==> src/common/cam_params.svh <==
// offsets, field positions, reset values and masks of the counter array block
`ifndef CAM_PARAMS_SVH
`define CAM_PARAMS_SVH

`define CAM_OFF_CTRL0      8'h00
`define CAM_OFF_CTRL1      8'h01
`define CAM_OFF_STATUS     8'h02
`define CAM_OFF_CNT0_LO    8'h03
`define CAM_OFF_CNT0_HI    8'h04
`define CAM_OFF_CNT1_LO    8'h05
`define CAM_OFF_CNT1_HI    8'h06
`define CAM_MOD_BLK0       5'h02
`define CAM_FLD_MODE       3'h0
`define CAM_FLD_CMP_LO     3'h1
`define CAM_FLD_CMP_HI     3'h2
`define CAM_FLD_CAP_LO     3'h3
`define CAM_FLD_CAP_HI     3'h4

`define CAM_MODE_IRQ_EN    7
`define CAM_MODE_COMP_EN   6
`define CAM_MODE_CAP_RISE  5
`define CAM_MODE_CAP_FALL  4
`define CAM_MODE_MATCH     3
`define CAM_MODE_TOGGLE    2
`define CAM_MODE_PWM_HI    1
`define CAM_MODE_PWM_LO    0

`define CAM_CTRL_ALL       7
`define CAM_CTRL_RUN       6
`define CAM_CTRL_OVF_IE    5
`define CAM_CTRL_TEN       2
`define CAM_CTRL0_MASK     8'hF7
`define CAM_CTRL1_MASK     8'h77

`define CAM_ST_OVF0        3
`define CAM_ST_OVF1        7
`define CAM_ST_GRP1        3

`define CAM_RST_BYTE       8'h00
`define CAM_RST_WORD       16'h0000
`define CAM_CNT_TOP        16'hFFFF

`endif

==> src/common/cam_pkg.sv <==
// types shared by the counter array block
package cam_pkg;

    localparam int unsigned CAM_N_MOD = 6;

    typedef enum logic [1:0] {
        CAM_PWM_OFF  = 2'h0,
        CAM_PWM_8F   = 2'h1,
        CAM_PWM_8P   = 2'h2,
        CAM_PWM_WIDE = 2'h3
    } cam_pwm_t;

    typedef enum logic [2:0] {
        CAM_FN_NOP,
        CAM_FN_PWM8F,
        CAM_FN_PWM8P,
        CAM_FN_PWMW,
        CAM_FN_TOGGLE,
        CAM_FN_TIMER,
        CAM_FN_CAPTURE
    } cam_fn_t;

endpackage

==> src/design/cam_module.sv <==
// one compare/capture/pwm module of the counter array
`timescale 1ns/1ps
`default_nettype none
`include "cam_params.svh"

module cam_module
    import cam_pkg::*;
#(
    parameter int unsigned CNT_W = 16
) (
    input  wire logic             sys_clk,
    input  wire logic             rst_b,
    input  wire logic             clk_en,
    input  wire logic [7:0]       mode,
    input  wire logic [CNT_W-1:0] cmp_val,
    input  wire logic [CNT_W-1:0] cnt,
    input  wire logic             cnt_run,
    input  wire logic             ten_bit_select,
    input  wire logic             module_pin_in,
    output logic                  flag_event,
    output logic [CNT_W-1:0]      cap_q,
    output logic                  pin_q,
    output logic                  pin_oe_b_q
);

    if (CNT_W < 16) begin : g_bad_width
        $error("cam_module: CNT_W below 16 cannot hold the period byte");
    end

    cam_pwm_t   pwm_sel;
    cam_fn_t    fn;
    logic       prev_q;
    logic [7:0] sub_q;

    assign pwm_sel = cam_pwm_t'(mode[`CAM_MODE_PWM_HI:`CAM_MODE_PWM_LO]);
    wire logic comp_en     = mode[`CAM_MODE_COMP_EN];
    wire logic cap_rise_en = mode[`CAM_MODE_CAP_RISE];
    wire logic cap_fall_en = mode[`CAM_MODE_CAP_FALL];
    wire logic match_en    = mode[`CAM_MODE_MATCH];
    wire logic toggle_en   = mode[`CAM_MODE_TOGGLE];
    // capture only with match, toggle and pwm all clear
    wire logic cap_mode = (cap_rise_en | cap_fall_en) & ~match_en & ~toggle_en
                          & (pwm_sel == CAM_PWM_OFF);

    assign fn = cap_mode                   ? CAM_FN_CAPTURE :
                (pwm_sel == CAM_PWM_8F)    ? CAM_FN_PWM8F :
                (pwm_sel == CAM_PWM_8P)    ? CAM_FN_PWM8P :
                (pwm_sel == CAM_PWM_WIDE)  ? CAM_FN_PWMW :
                (comp_en & match_en & toggle_en) ? CAM_FN_TOGGLE :
                (comp_en & match_en)       ? CAM_FN_TIMER : CAM_FN_NOP;

    wire logic is_pwm = (fn == CAM_FN_PWM8F) | (fn == CAM_FN_PWM8P) | (fn == CAM_FN_PWMW);
    wire logic cmp_hit = comp_en & cnt_run & (cnt == cmp_val)
                         & (pwm_sel == CAM_PWM_OFF) & ~cap_mode;
    wire logic tog_hit = cmp_hit & (fn == CAM_FN_TOGGLE);
    wire logic pin_rise = module_pin_in & ~prev_q;
    wire logic pin_fall = ~module_pin_in & prev_q;
    wire logic cap_hit = cap_mode & ((cap_rise_en & pin_rise)
                         | (cap_fall_en & pin_fall));
    assign flag_event = (cmp_hit & match_en) | cap_hit;

    wire logic [7:0] sub_nxt = (sub_q >= cmp_val[15:8]) ? 8'h00 : sub_q + 8'h01;
    wire logic wide_lvl = ten_bit_select ? (cnt[9:0] < cmp_val[9:0])
                                         : (cnt < cmp_val);
    wire logic pwm_lvl = (fn == CAM_FN_PWM8F) ? (cnt[7:0] < cmp_val[7:0]) :
                         (fn == CAM_FN_PWM8P) ? (sub_q < cmp_val[7:0]) : wide_lvl;
    wire logic pin_d = is_pwm ? pwm_lvl : (tog_hit ? ~pin_q : pin_q);

    always_ff @(posedge sys_clk or negedge rst_b) begin
        if (!rst_b) begin
            prev_q     <= 1'b0;
            sub_q      <= `CAM_RST_BYTE;
            cap_q      <= `CAM_RST_WORD;
            pin_q      <= 1'b0;
            pin_oe_b_q <= 1'b1;
        end else if (clk_en) begin
            prev_q     <= module_pin_in;
            if (fn == CAM_FN_PWM8P && cnt_run) begin
                sub_q <= sub_nxt;
            end
            if (cap_hit) begin
                cap_q <= cnt;
            end
            pin_q      <= pin_d;
            pin_oe_b_q <= ~(is_pwm | (fn == CAM_FN_TOGGLE));
        end
    end

    a_capture_latch: assert property (@(posedge sys_clk) disable iff (!rst_b)
        clk_en && cap_hit |=> cap_q == $past(cnt))
        else $error("capture did not latch the counter");

    a_comp_gate: assert property (@(posedge sys_clk) disable iff (!rst_b)
        !comp_en && !cap_mode |-> !flag_event)
        else $error("event with comparator disabled");

    a_toggle_invert: assert property (@(posedge sys_clk) disable iff (!rst_b)
        clk_en && tog_hit |=> pin_q != $past(pin_q))
        else $error("toggle match did not invert the pin");

    a_wide_pwm: assert property (@(posedge sys_clk) disable iff (!rst_b)
        clk_en && fn == CAM_FN_PWMW && ten_bit_select && cnt[9:0] < cmp_val[9:0]
        |=> pin_q && !pin_oe_b_q)
        else $error("10-bit pwm level wrong");

endmodule
`default_nettype wire

==> src/design/cam_top.sv <==
// counter array: two counters, six modules, status flags and merged interrupt
//
// Contract
// - eight sources, six module and two rollover, ORed into one interrupt.
// - mode bit 7 lets the module flag raise the interrupt.
// - mode bit 6 enables the comparator; off means no match events.
// - mode bit 5 captures the counter on a rising pin edge.
// - mode bit 4 captures the counter on a falling pin edge.
// - capture needs match, toggle and pwm clear; capture is 16 bits.
// - mode bit 3 makes a match set the flag; software timer.
// - mode bit 2 inverts the pin on match, with compare and match set.
// - pwm field 01 gives fixed-frequency 8-bit pwm on the pin.
// - pwm field 10 gives 8-bit pwm with programmable period.
// - pwm field 11 gives fixed-frequency 10 or 16-bit pwm.
// - mode registers reset to 00h, meaning no operation.
// - module flag set by hardware, held until software clears it.
// - rollover flag set on wrap, interrupts only when enabled.
// - pwm field 11 is 16-bit with select 0, 10-bit with select 1.
// - status bits: flags 0-2, rollover 0, flags 3-5, rollover 1.
//
// The implementer's own choices: strobed register access and the placing of the registers.
`timescale 1ns/1ps
`default_nettype none
`include "cam_params.svh"

module cam_top
    import cam_pkg::*;
(
    input  wire logic                 sys_clk,
    input  wire logic                 rst_b,
    input  wire logic                 clk_en,
    input  wire logic [7:0]           reg_addr,
    input  wire logic [7:0]           reg_wdata,
    input  wire logic                 reg_wr,
    input  wire logic                 reg_rd,
    output logic      [7:0]           reg_rdata_q,
    input  wire logic [CAM_N_MOD-1:0] module_pin_in,
    output logic      [CAM_N_MOD-1:0] module_pin_out_q,
    output logic      [CAM_N_MOD-1:0] module_pin_oe_b_q,
    output logic                      array_irq_q
);

    logic [CAM_N_MOD-1:0][7:0]  mode_q;
    logic [CAM_N_MOD-1:0][15:0] cmp_q;
    logic [CAM_N_MOD-1:0][15:0] cap_val;
    logic [CAM_N_MOD-1:0][7:0]  mod_rdata;
    logic [CAM_N_MOD-1:0]       mod_event;
    logic [CAM_N_MOD-1:0]       wr_mode;
    logic [CAM_N_MOD-1:0]       wr_cmp_lo;
    logic [CAM_N_MOD-1:0]       wr_cmp_hi;
    logic [7:0]                 ctrl0_q;
    logic [7:0]                 ctrl1_q;
    logic [7:0]                 status_q;
    logic [7:0]                 status_d;
    logic [15:0]                cnt0_q;
    logic [15:0]                cnt1_q;
    logic [7:0]                 set_vec;
    logic [7:0]                 ien_vec;
    logic [7:0]                 clr_vec;
    logic [7:0]                 mod_rd_any;
    logic [7:0]                 rd_mux;

    // register write decode
    wire logic wr_ctrl0  = reg_wr & (reg_addr == `CAM_OFF_CTRL0);
    wire logic wr_ctrl1  = reg_wr & (reg_addr == `CAM_OFF_CTRL1);
    wire logic wr_status = reg_wr & (reg_addr == `CAM_OFF_STATUS);

    // the all-run bit of array 0 starts both counters together
    wire logic run0 = ctrl0_q[`CAM_CTRL_RUN] | ctrl0_q[`CAM_CTRL_ALL];
    wire logic run1 = ctrl1_q[`CAM_CTRL_RUN] | ctrl0_q[`CAM_CTRL_ALL];
    wire logic wrap0 = run0 & (cnt0_q == `CAM_CNT_TOP);
    wire logic wrap1 = run1 & (cnt1_q == `CAM_CNT_TOP);
    wire logic ten0 = ctrl0_q[`CAM_CTRL_TEN];
    wire logic ten1 = ctrl1_q[`CAM_CTRL_TEN];

    // rollover sources in their status positions
    assign set_vec[`CAM_ST_OVF0] = wrap0;
    assign set_vec[`CAM_ST_OVF1] = wrap1;
    assign ien_vec[`CAM_ST_OVF0] = ctrl0_q[`CAM_CTRL_OVF_IE];
    assign ien_vec[`CAM_ST_OVF1] = ctrl1_q[`CAM_CTRL_OVF_IE];

    for (genvar g = 0; g < CAM_N_MOD; g++) begin : g_mod
        // modules 0-2 sit below the first rollover bit, 3-5 above it
        localparam int unsigned POS = (g < `CAM_ST_GRP1) ? g : g + 1;
        localparam logic [4:0] BLK = `CAM_MOD_BLK0 + 5'(g);
        wire logic blk_hit = (reg_addr[7:3] == BLK);
        wire logic [2:0] fld = reg_addr[2:0];

        assign wr_mode[g]   = reg_wr & blk_hit & (fld == `CAM_FLD_MODE);
        assign wr_cmp_lo[g] = reg_wr & blk_hit & (fld == `CAM_FLD_CMP_LO);
        assign wr_cmp_hi[g] = reg_wr & blk_hit & (fld == `CAM_FLD_CMP_HI);
        assign mod_rdata[g] = !blk_hit ? 8'h00 :
                              (fld == `CAM_FLD_MODE)   ? mode_q[g] :
                              (fld == `CAM_FLD_CMP_LO) ? cmp_q[g][7:0] :
                              (fld == `CAM_FLD_CMP_HI) ? cmp_q[g][15:8] :
                              (fld == `CAM_FLD_CAP_LO) ? cap_val[g][7:0] :
                              (fld == `CAM_FLD_CAP_HI) ? cap_val[g][15:8] : 8'h00;

        assign set_vec[POS] = mod_event[g];
        assign ien_vec[POS] = mode_q[g][`CAM_MODE_IRQ_EN];

        cam_module #(
            .CNT_W (16)
        ) u_mod (
            .sys_clk        (sys_clk),
            .rst_b          (rst_b),
            .clk_en         (clk_en),
            .mode           (mode_q[g]),
            .cmp_val        (cmp_q[g]),
            .cnt            ((g < `CAM_ST_GRP1) ? cnt0_q : cnt1_q),
            .cnt_run        ((g < `CAM_ST_GRP1) ? run0 : run1),
            .ten_bit_select ((g < `CAM_ST_GRP1) ? ten0 : ten1),
            .module_pin_in  (module_pin_in[g]),
            .flag_event     (mod_event[g]),
            .cap_q          (cap_val[g]),
            .pin_q          (module_pin_out_q[g]),
            .pin_oe_b_q     (module_pin_oe_b_q[g])
        );
    end

    always_comb begin
        mod_rd_any = 8'h00;
        for (int i = 0; i < CAM_N_MOD; i++) begin
            mod_rd_any = mod_rd_any | mod_rdata[i];
        end
    end

    // register read select; unmapped addresses read zero
    assign rd_mux = (reg_addr == `CAM_OFF_CTRL0)   ? ctrl0_q :
                    (reg_addr == `CAM_OFF_CTRL1)   ? ctrl1_q :
                    (reg_addr == `CAM_OFF_STATUS)  ? status_q :
                    (reg_addr == `CAM_OFF_CNT0_LO) ? cnt0_q[7:0] :
                    (reg_addr == `CAM_OFF_CNT0_HI) ? cnt0_q[15:8] :
                    (reg_addr == `CAM_OFF_CNT1_LO) ? cnt1_q[7:0] :
                    (reg_addr == `CAM_OFF_CNT1_HI) ? cnt1_q[15:8] : mod_rd_any;

    // writing 0 clears a flag; a same-cycle event wins over the clear
    assign clr_vec  = wr_status ? ~reg_wdata : 8'h00;
    assign status_d = (status_q & ~clr_vec) | set_vec;

    wire logic pending_any = |(status_q & ien_vec);

    always_ff @(posedge sys_clk or negedge rst_b) begin
        if (!rst_b) begin
            mode_q <= '0;
            cmp_q  <= '0;
        end else if (clk_en) begin
            for (int i = 0; i < CAM_N_MOD; i++) begin
                if (wr_mode[i]) begin
                    mode_q[i] <= reg_wdata;
                end
                if (wr_cmp_lo[i]) begin
                    cmp_q[i][7:0] <= reg_wdata;
                end
                if (wr_cmp_hi[i]) begin
                    cmp_q[i][15:8] <= reg_wdata;
                end
            end
        end
    end

    always_ff @(posedge sys_clk or negedge rst_b) begin
        if (!rst_b) begin
            ctrl0_q <= `CAM_RST_BYTE;
            ctrl1_q <= `CAM_RST_BYTE;
        end else if (clk_en) begin
            if (wr_ctrl0) begin
                ctrl0_q <= reg_wdata & `CAM_CTRL0_MASK;
            end
            if (wr_ctrl1) begin
                ctrl1_q <= reg_wdata & `CAM_CTRL1_MASK;
            end
        end
    end

    // counters wrap freely; a compare at the top value still hits once
    always_ff @(posedge sys_clk or negedge rst_b) begin
        if (!rst_b) begin
            cnt0_q <= `CAM_RST_WORD;
            cnt1_q <= `CAM_RST_WORD;
        end else if (clk_en) begin
            if (run0) begin
                cnt0_q <= cnt0_q + 16'h0001;
            end
            if (run1) begin
                cnt1_q <= cnt1_q + 16'h0001;
            end
        end
    end

    always_ff @(posedge sys_clk or negedge rst_b) begin
        if (!rst_b) begin
            status_q    <= `CAM_RST_BYTE;
            array_irq_q <= 1'b0;
        end else if (clk_en) begin
            status_q    <= status_d;
            array_irq_q <= pending_any;
        end
    end

    // read data stands only in the cycle after the strobe
    always_ff @(posedge sys_clk or negedge rst_b) begin
        if (!rst_b) begin
            reg_rdata_q <= `CAM_RST_BYTE;
        end else if (clk_en) begin
            reg_rdata_q <= reg_rd ? rd_mux : 8'h00;
        end
    end

    a_irq_merge: assert property (@(posedge sys_clk) disable iff (!rst_b)
        clk_en |=> array_irq_q == $past(|(status_q & ien_vec)))
        else $error("merged interrupt does not follow enabled flags");

    a_irq_enable: assert property (@(posedge sys_clk) disable iff (!rst_b)
        clk_en && status_q[0] && mode_q[0][`CAM_MODE_IRQ_EN] |=> array_irq_q)
        else $error("enabled module flag did not interrupt");

    a_flag_sticky: assert property (@(posedge sys_clk) disable iff (!rst_b)
        clk_en |=> ($past(status_q) & ~$past(clr_vec) & ~status_q) == 8'h00)
        else $error("status flag dropped without a software clear");

    a_flag_set: assert property (@(posedge sys_clk) disable iff (!rst_b)
        clk_en && set_vec != 8'h00 |=> (status_q & $past(set_vec)) == $past(set_vec))
        else $error("hardware event did not set its status bit");

    a_wrap_flag: assert property (@(posedge sys_clk) disable iff (!rst_b)
        clk_en && run0 && cnt0_q == `CAM_CNT_TOP
        |=> status_q[`CAM_ST_OVF0] && cnt0_q == 16'h0000)
        else $error("rollover flag missing after counter wrap");

    a_wrap_masked: assert property (@(posedge sys_clk) disable iff (!rst_b)
        clk_en && (status_q & ien_vec) == 8'h00 |=> !array_irq_q)
        else $error("interrupt without an enabled pending flag");

    a_reset_nop: assert property (@(posedge sys_clk) disable iff (!rst_b)
        clk_en && mode_q[0] == 8'h00 ##1 mode_q[0] == 8'h00
        |-> module_pin_oe_b_q[0] && !mod_event[0])
        else $error("idle module drives its pin or raises events");

    a_read_data: assert property (@(posedge sys_clk) disable iff (!rst_b)
        clk_en && reg_rd && reg_addr == `CAM_OFF_STATUS |=> reg_rdata_q == $past(status_q))
        else $error("status read returned wrong data");

endmodule
`default_nettype wire

==> config.mk <==
export PLATFORM = sky130hd
export DESIGN_NAME = cam_top
export DESIGN_NICKNAME = d
export VERILOG_FILES = /design/src/common/cam_pkg.sv /design/src/design/cam_module.sv /design/src/design/cam_top.sv
export VERILOG_INCLUDE_DIRS = /design/src /design/src/common
export SDC_FILE = /design/constraint.sdc
export NUM_CORES = 1
export LEC_CHECK = 0
export ABC_AREA = 1
export BUFFER_PORTS_ARGS = -buffer_cell sky130_fd_sc_hd__buf_2
export CAP_MARGIN = 20
export CORE_AREA = 2 2 152 265
export CTS_CLUSTER_DIAMETER = 80
export DETAILED_ROUTE_END_ITERATION = 8
export DIE_AREA = 0 0 154 267
export GPL_TIMING_DRIVEN = 0
export PLACE_DENSITY = 0.76
export SLEW_MARGIN = 10
export SYNTH_ARGS = -nofsm -noshare
export SYNTH_HDL_FRONTEND = slang
export SYNTH_SLANG_ARGS = --single-unit
export TNS_END_PERCENT = 5
==> constraint.sdc <==
create_clock -name sys_clk -period 1.6 [get_ports sys_clk]
set_input_delay 0.16 -clock sys_clk [delete_from_list [all_inputs] [get_ports sys_clk]]
set_output_delay 0.16 -clock sys_clk [all_outputs]
set_load 0.1 [all_outputs]
## Word level (Yosys, flattened, before mapping)

Cells that the tools add are included.
Widths: inputs -> output; s select.

| word-level totals | value |
|---|---|
| bits in latches | 0 |
| register bits | 368 |
| ROM bits | 0 |
| logic and storage cells | 552 |
| output and inout port bits | 21 |
| bits of input ports | 27 |
| memory bits (writable) | 0 |
| memories | 0 |

| operators by class | value |
|---|---|
| reduce and logical (&&, ||, !) cells | 61 |
| equal/unequal tests | 66 |
| shift operators | 0 |
| divide/modulo/power cells | 0 |
| $mul | 0 |
| muxes and demuxes | 117 |
| bitwise operators | 215 |
| order comparisons | 30 |
| add/sub/neg operators | 8 |

Operators by type and width:

| operator | number |
|---|---|
| $mux 8 | 51 |
| $and 1x1->1 | 125 |
| $mux 3 | 36 |
| $eq 16x16->1 | 6 |
| $lt 16x16->1 | 6 |
| $lt 8x8->1 | 12 |
| $reduce_and 2->1 | 40 |
| $lt 10x10->1 | 6 |
| $add 8x1->8 const B | 6 |
| $ge 8x8->1 | 6 |
| $or 8x8->8 | 6 |
| $eq 3x2->1 const B | 14 |
| $not 1->1 | 42 |
| $or 1x1->1 | 38 |
| $add 16x1->16 const B | 2 |
| $eq 16x16->1 const B | 2 |
| $mux 1 | 30 |
| $eq 2x2->1 const B | 12 |
| $eq 8x3->1 const B | 3 |
| $eq 3x1->1 const B | 7 |
| $eq 3x3->1 const B | 7 |
| $eq 5x3->1 const B | 4 |
| $and 8x8->8 | 2 |
| $eq 8x2->1 const B | 2 |
| 10 further kinds | 32 |

## Depth between registers and ports, before layout

Gate-level depths: netlist (run 1).

| logic depth | value |
|---|---|
| depth in word-level cells | 20 |
| depth in mapped cells | 20 |
| gate-level depth less buffers | 17 |

## Cells and area by module

A second synthesis (run 1) with hierarchy kept.

| second synthesis, totals | value |
|---|---|
| cell total of the unflattened synthesis | 2931 |
| area total of the unflattened synthesis | 23417.5 µm² |

By module, submodules not included:

| module | sequential area each (µm²) | cells each | instances | area an instance (µm²) |
|---|---|---|---|---|
| cam_module | 676.9 | 249 | 6 | 2119.5 |
| cam_top | 5154.9 | 1437 | 1 | 10700.3 |

## Worst setup path after synthesis (run 1)

No wires, ideal clock.

| path | value |
|---|---|
| path kind | reg2reg |
| start point | register cnt0_q[2] |
| end point | register cnt0_q[15] |
| arrival | 1.673 ns |
| period minus slack after synthesis | 1.752 ns |
| slack | -0.152 ns |
| setup time | 0.079 ns |
| path buffers | 0 |
| required time | 1.521 ns |
| cell stages (with the launch flop) | 10 |
| cells stage by stage | dfrtp_1 inv_1 nor3_1 nand4_1 nor2_1 nand3_1 nor2_1 nand3_1 nor2_1 xor2_1 |

| on the way | value |
|---|---|
| longest elaborated chain between the ends | 1 |

Ends and longest elaborated chain:

| item | line | text |
|---|---|---|
| start, declared | cam_top.sv:55 | `logic [15:0] cnt0_q;` |
| start signal, assigned | cam_top.sv:179 | `` cnt0_q <= `CAM_RST_WORD; `` |
| start signal, assigned | cam_top.sv:183 | `cnt0_q <= cnt0_q + 16'h0001;` |
| $add 16x1->16 | cam_top.sv:183 |  |

No other way between the ends.
A chain may end at the register's enable or synchronous reset.

## Worst setup path in the final report (run 1)

| path | value |
|---|---|
| start point | register cmp_q[33] (netlist name) |
| end point | register g_mod[2].u_mod.pin_q |

| on the way | value |
|---|---|
| longest elaborated chain between the ends | 7 |
| elaborated cells between the ends (all ways) | 15 |
| those cells by class | 4 x order compare; 1 x eq/ne; 4 x mux; 4 x bitwise; 2 x reduce/logical |

Ends and longest elaborated chain:

| item | line | text |
|---|---|---|
| start, declared | cam_top.sv:44 | `logic [CAM_N_MOD-1:0][15:0] cmp_q;` |
| start signal, assigned by index | cam_top.sv:153 | `cmp_q[i][7:0] <= reg_wdata;` |
| start signal, assigned by index | cam_top.sv:156 | `cmp_q[i][15:8] <= reg_wdata;` |
| branches (longest 7 deep; another with $lt 16x16->1) | -- |  |
| end signal, assigned | cam_module.sv:84 | `pin_q <= pin_d;` |
| end, declared | cam_module.sv:22 | `output logic pin_q,` |

Several ways; the timed one is not identified.

==> out/qor.yml, run 1 <==
yosys:
  yosys_warnings: 0
  synth_cell_types: 50
  synth_seq_area_share_pct: 41.4
  netlist_area_um2: 22200
  synthesis.nets: 3093
  synth_commonest_cells: "nand2_1, dfrtp_1, o21ai_0"
  syn_avg_cell_area_um2: 7.74
  synth_edf_count: 0
  synthArstFlopShare_pct: 100
  ys_ff_latch: 368
  synthFlopType: "dfrtp_1"
  yosysTopAreaCell: "dfrtp_1"
  ys_top_cells_by_area: "dfrtp_1, nand2_1, ha_1"
  synth_top_area_share_pct: 40.7
  syn_inst: 2872
  yosysMostFrequentCell: "nand2_1"
critical_path:
  crit_type: "reg -> reg"
  crit_path_end_kind: "flop"
  cp_data_required_time_ns: 2.10
  path_max_fanout: 3
  worst_setup_path_start_kind: "flop"
  reg2regPathDepth: 12
  timing.rr.end: "g_mod[2].u_mod.pin_q$_DFFE_PN0P_"
  r2r_slack_ns: -0.65
  r2r_start: "cmp_q[33]$_DFFE_PN0P_"
  worstPathArrival_ns: 2.75
routing:
  via_count: 23404
  drt.antenna.violating_nets: 0
  viasPerCell: 6.49
  wl_per_cell_um: 28.7
  drt-pass1-iter-count: 6
  routed_wl_um: 103000
  drt_iter0_markers: 2605
  drc_errors: 0
sta:
  finalSetupViolCount: 182
  fmax_mhz: 444
  relSlewSlack_pct: 29.0
  finalMaxSlewViolations: 0
  grt_setup_unrepaired: "yes"
  skew_ns: 0.0205
  finalWorstSetupSlack_ns: -0.652
  hold_viol: 181
  timing.final.crit_period_ns: 2.25
  tightest_slew_ns: 1.06
  holdWs_ns: -0.476
  finalCritPeriodShare_pct: 141
power:
  power_uw: 24600
  power_leakage_uw: 0.0127
  p_per_area_nw_per_um2: 892
  ir_drop_mv: 1.26
floorplan:
  io_pins: 48
  dieArea_um2: 41100
  num_rows: 96
  initial_utilization_pct: 57.0
  fp.dieH_um: 267
  die_w_um: 154
  core_um2: 39000
grt:
  grt_pass1_wl_um: 147000
  grt_max_degree: 107
  grt_pass1_vias: 23015
  antenna_found_initial: 3
  grt_use_total_pct: 49.3
  grt.overflow.total: 0
placed_design:
  port-buffer-count: 44
  hpwl_um: 72400
  dp.cells: 3414
  place_congestion: 1.11
  dp_slack_ns: -1.28
final_layout:
  fin_cells: 3606
  drive_gt1_share_pct: 23.1
  final.fill_count: 3052
  final_util_pct: 70.5
  syn_to_final_growth_pct: 23.7
  final_nets: 3305
run_status:
  status: "finished with violations"
  failed_checks: "negative hold slack, negative setup slack"
min_path:
  hold_class: "in -> async"
cts:
  cts_tree: "yes"
  cts-htree-levels: 2
  cts_max_path_buffers: 3
  numCtsBuffers: 37
  clk_latency_ns: 0.57
  cts_root_buffer: "clkbuf_16"
  cts-hold-fix-buffers: 14
  cts.sinks: 368
  clk_pin_slew_worst_paths_ns: 0.07
run:
  cap_violations: 0
layer usage:
metal | wire length (um) | vias up | part of all wire, % | global-route usage [%]
met2 | 46900 | 1548 | 45 | 79.8
met4 | 15600 | 2 | 15 | 56.8
met5 | 11 | - | 0.011 | 0
met3 | 8750 | 751 | 8.5 | 10.5
met1 | 32100 | 11093 | 31 | 49.1
li1 | - | 10010 | - | -
worst max-delay path: stages (launching register included):
cell and delay, ns:
dfrtp_1 0.38, inv_1 0.11, ha_1 0.37, inv_1 0.10, nor2_1 0.06, o21ai_0 0.24
nand2_1 0.12, nand4_1 0.13, o211ai_1 0.13, or2_2 0.32, a21oi_2 0.14, nand2_1 0.06
nand2_1 0.05
sequential cells by signal (all words and copies together) (netlist names), 7 cells and up:
register,flops
cmp_q,96
g_mod.u_mod.cap_q,96
g_mod.u_mod.sub_q,48
mode_q,42
cnt0_q,16
cnt1_q,16
reg_rdata_q,8
status_q,8
ctrl0_q,7
stage by stage:
step | hold WS, ns | TNS (ns) | cell area [um^2]
finish | -0.476 | -28.63 | 27500
global route | -0.443 | -41.79 | 27500
CTS | -0.458 | -44.76 | 26100
detailed placement | 0.107 | -264.61 | 23300
global placement | 0.414 | -2682.71 | 23100
floorplan | -0.136 | -1.70 | 22300
repair_timing:
item	CTS	global route
setup buffers	61	45
cloned	2	0
resized for setup	319	284
endpoints found under the setup margin	362	347
hold endpoints to repair	168	53
pin swaps	44	82
where the power goes:
part,switching [uW],internal [uW],leakage (uW)
combinational,3210,1600,0.00728
sequential,584,9690,0.00483
clock,4030,5450,0.000623
worst max-delay path by stage:
stage          cells past startpoint              startpoint                                  end  slack [ns]
2_1_floorplan                      9  ctrl0_q[7]$_DFFE_PN0P_               cnt1_q[13]$_DFFE_PN0P_       -0.08
3_3_place_gp                       1                   rst_b  g_mod[3].u_mod.sub_q[3]$_DFFE_PN0P_       -6.74
3_5_place_dp                       9             reg_addr[2]                cmp_q[93]$_DFFE_PN0P_       -1.28
4_1_cts                            9  ctrl0_q[7]$_DFFE_PN0P_               cnt1_q[13]$_DFFE_PN0P_       -0.42
5_1_grt                           10   cnt0_q[9]$_DFFE_PN0P_     g_mod[2].u_mod.pin_q$_DFFE_PN0P_       -0.67
6_report                          12   cmp_q[33]$_DFFE_PN0P_     g_mod[2].u_mod.pin_q$_DFFE_PN0P_       -0.65
cells in the final DEF (no fill, tap or decap), types with 13 or more instances in the layout:
cell type / instances
o21ai_0: 293
dfrtp_2: 63
xor2_1: 49
nor3_2: 13
clkbuf_1: 48
nor2_1: 196
nand2_2: 66
nand3_2: 27
nor2_2: 39
a21oi_2: 13
nor2_4: 22
nand3_1: 93
nand4_1: 85
inv_1: 211
nand2_1: 662
ha_4: 31
clkbuf_16: 42
buf_2: 60
dlygate4sd3_1: 14
dfrtp_1: 297
o21ai_1: 42
buf_4: 117
inv_2: 46
ha_1: 161
a21oi_1: 168
buf_6: 21
o211ai_1: 18
layout make-up:
| class | count | area [um^2] | share of cell area, % |
|---|---|---|---|
| well taps | 490 | 613 | 2.23 |
| inverters | 279 | 1120 | 4.06 |
| diodes | 5 | 12.5 | 0.0455 |
| repair buffers | 174 | 1540 | 5.61 |
| flip-flops and latches | 368 | 9300 | 33.8 |
| clock inverters | 17 | 234 | 0.850 |
| plain buffers | 118 | 699 | 2.54 |
| clock buffers | 49 | 1040 | 3.79 |
| multi-input cells | 2106 | 13000 | 47.1 |
cells by family after synthesis:
group                    Yosys count  synth area share, %
AND/OR/NAND/NOR                 1261                 24.0
AO/OA/AOI/OAI                    600                 14.4
buffers and inverters            398                 7.17
flip-flops                       368                 41.4
adder cells (fa/ha/maj)          194                 10.9
XOR/XNOR                          51                 2.01
Note: power is estimated with default switching activity, not from simulation.
==> run 2: changes to the inputs <==
--- a/config.mk
+++ b/config.mk
@@ -9,10 +9,10 @@
 export ABC_AREA = 1
 export BUFFER_PORTS_ARGS = -buffer_cell sky130_fd_sc_hd__buf_2
 export CAP_MARGIN = 20
-export CORE_AREA = 2 2 152 265
+export CORE_AREA = 5 5 155 268
 export CTS_CLUSTER_DIAMETER = 80
 export DETAILED_ROUTE_END_ITERATION = 8
-export DIE_AREA = 0 0 154 267
+export DIE_AREA = 0 0 160 273
 export GPL_TIMING_DRIVEN = 0
 export PLACE_DENSITY = 0.76
 export SLEW_MARGIN = 10
==> constraint.sdc (replaced) <==
create_clock -name sys_clk -period 1.93 [get_ports sys_clk]
set_input_delay 0.193 -clock sys_clk [delete_from_list [all_inputs] [get_ports sys_clk]]
set_output_delay 0.193 -clock sys_clk [all_outputs]
set_load 0.1 [all_outputs]
==> out/qor.yml, run 2 (synthesis results as in run 1) <==
critical_path:
  crit_type: "reg -> reg"
  reg2regPathDepth: 12  # unchanged
  cp_data_required_time_ns: 2.36  # +0.26 ns
  worst_setup_path_start_kind: "flop"
  r2r_start: "cnt1_q[1]$_DFFE_PN0P_"
  r2r_slack_ns: -0.23  # +0.42 ns
  timing.rr.end: "g_mod[3].u_mod.pin_q$_DFFE_PN0P_"
  path_max_fanout: 6  # +3
  crit_path_end_kind: "flop"
  worstPathArrival_ns: 2.59  # -0.16 ns
routing:
  drt-pass1-iter-count: 6  # unchanged
  viasPerCell: 6.38  # -1.7%
  routed_wl_um: 95800  # -7.3%
  drt_iter0_markers: 2769  # +6.3%
  wl_per_cell_um: 26.8  # -6.4%
  drt.antenna.violating_nets: 0  # unchanged
  via_count: 22792  # -2.6%
  drc_errors: 0  # unchanged
final_layout:
  reg.largest.list: "cmp_q x96, g_mod.u_mod.cap_q x96, g_mod.u_mod.sub_q x48"
  final_cell_area_um2: 26100  # -5.0%
  mostFrequentLayoutCells: "nand2_1, dfrtp_1, o21ai_0, inv_1, nor2_1"
  final_util_pct: 67.0  # -3.5 points
  final_common_cell: "nand2_1"
  final.fill_count: 3313  # +8.6%
  drive_gt1_share_pct: 15.2  # -7.9 points
  syn_to_final_growth_pct: 17.5
  final_nets: 3273  # -0.97%
floorplan:
  core_um2: 39000  # unchanged
  die_w_um: 160  # +3.9%
  fp.dieH_um: 273  # +2.2%
  initial_utilization_pct: 57.0  # unchanged
  num_rows: 96  # unchanged
  dieArea_um2: 43700  # +6.2%
  io_pins: 48  # unchanged
power:
  p_per_area_nw_per_um2: 766  # -14%
  power_leakage_uw: 0.0123  # -3.2%
  ir_drop_mv: 0.960  # -24%
cts:
  cts_max_path_buffers: 3  # unchanged
  cts_root_buffer: "clkbuf_16"
  clk_latency_ns: 0.55  # -0.02 ns
  cts-htree-levels: 2  # unchanged
  cts.sinks: 368  # unchanged
  cts_tree: "yes"
  numCtsBuffers: 37  # unchanged
  clk_pin_slew_worst_paths_ns: 0.06  # about the same
grt:
  grt_pass1_wl_um: 138000  # -6.0%
  antenna_found_initial: 3  # unchanged
  grt_max_degree: 116  # +8.4%
  grt.overflow.total: 0  # unchanged
  grt_pass1_vias: 22209  # -3.5%
  grt_use_total_pct: 42.7  # -6.6 points
sta:
  fin_tns_setup_ns: -3.73  # +24.89 ns
  hold_viol: 0  # -100%
  finalMaxSlewViolations: 0  # unchanged
  relSlewSlack_pct: 6.71  # -22 points
  grt_setup_unrepaired: "yes"
  skew_ns: 0.0199  # -0.000604 ns
  tightest_slew_ns: 1.40  # +0.335 ns
  timing.final.crit_period_ns: 2.16  # -0.0918 ns
  finalCritPeriodShare_pct: 112  # -29 points
  finalWorstSetupSlack_ns: -0.230  # +0.422 ns
  finalSetupViolCount: 55  # -70%
  fmax_mhz: 463  # +4.3%
min_path:
  hold_class: "in -> reg"
  min_from: "module_pin_in[2]"
  hold_depth: 3
  holdPathEnd: "g_mod[2].u_mod.prev_q$_DFFE_PN0P_"
placed_design:
  place_congestion: 1.12  # +0.98%
  hpwl_um: 69100  # -4.5%
  dp_slack_ns: -1.01  # +0.263 ns
  port-buffer-count: 44  # unchanged
  placedInstanceArea_um2: 23200  # -0.27%
run_status:
  status: "finished with violations"
  failed_checks: "negative setup slack"
run:
  cap_violations: 0  # unchanged
==> run 2: cell count changes in the layout (fill, tap and decap cells not counted), moves of 20 or more <==
cell / before / now
inv_2: 46 / 26
o21ai_1: 42 / 21
o21ai_0: 293 / 325
inv_1: 211 / 243
nor2_1: 196 / 225
nand2_1: 662 / 709
dfrtp_2: 63 / 28
dfrtp_1: 297 / 331
buf_4: 117 / 81
nand2_2: 66 / 21
==> run 2: worst max path at each step <==
stage                           from                                  end  slack [ns]  cells past startpoint
2_1_floorplan  cnt0_q[2]$_DFFE_PN0P_               cnt0_q[15]$_DFFE_PN0P_        0.18                      9
3_3_place_gp                   rst_b  g_mod[3].u_mod.sub_q[3]$_DFFE_PN0P_       -6.45                      1
3_5_place_dp             reg_addr[2]                cmp_q[93]$_DFFE_PN0P_       -1.01                      9
4_1_cts        cnt0_q[3]$_DFFE_PN0P_     g_mod[1].u_mod.pin_q$_DFFE_PN0P_       -0.24                     12
5_1_grt        cnt1_q[0]$_DFFE_PN0P_     g_mod[3].u_mod.pin_q$_DFFE_PN0P_       -0.34                     15
6_report       cnt1_q[1]$_DFFE_PN0P_     g_mod[3].u_mod.pin_q$_DFFE_PN0P_       -0.23                     12
==> run 2: what timing repair did <==
action,in CTS,in global routing
hold endpoints to repair,70,0
cloned,0,0
pin swaps,8,57
hold buffers,14,0
resized for setup,108,167
setup endpoints to repair,267,212
setup buffers,23,53
==> run 2: worst max-delay path: stages (launching register included) <==
cell,delay (ns)
dfrtp_4,0.58
ha_1,0.36
a21oi_2,0.07
o21ai_1,0.13
nand4_1,0.16
o211ai_1,0.19
nand3_1,0.11
nand3_1,0.11
nand2_2,0.08
nand2_1,0.05
nand3_1,0.08
nand2_1,0.07
nand2_1,0.05
==> run 2: per-layer routing <==
| layer | share of wire [%] | vias up | global-route usage, % |
|---|---|---|---|
| li1 | - | 9961 | - |
| met1 | 31 | 10705 | 43.5 |
| met2 | 46 | 1521 | 70.1 |
| met3 | 8.5 | 605 | 8.69 |
| met4 | 14 | 0 | 44.4 |
| met5 | 0 | - | 0 |
==> run 2: layout make-up <==
cell class,instances,area [um^2],area share [%]
Buffer,119,582,2.23
Clock buffer,55,1100,4.19
Antenna cell,4,10.0,0.0383
Clock inverter,12,150,0.574
Inverter,279,1080,4.12
Multi-Input combinational cell,2106,12200,46.6
Sequential cell,368,9260,35.4
Timing Repair Buffer,141,1180,4.50
Tap cell,490,613,2.35
==> run 2: stage by stage <==
stage	std cells	hold WS (ns)	power, uW
global route	3570	0.0692	20600
CTS	3515	0.0129	19400
global placement	3406	0.456	11400
detailed placement	3411	0.167	11500
finish	3574	0.0404	20000
floorplan	2872	-0.103	10300
==> run 2: where the power goes <==
| part | internal, uW | total [uW] | switching (uW) |
|---|---|---|---|
| Combinational | 1360 | 3920 | 2560 |
| Sequential | 8030 | 8510 | 477 |
| Clock | 4360 | 7580 | 3220 |
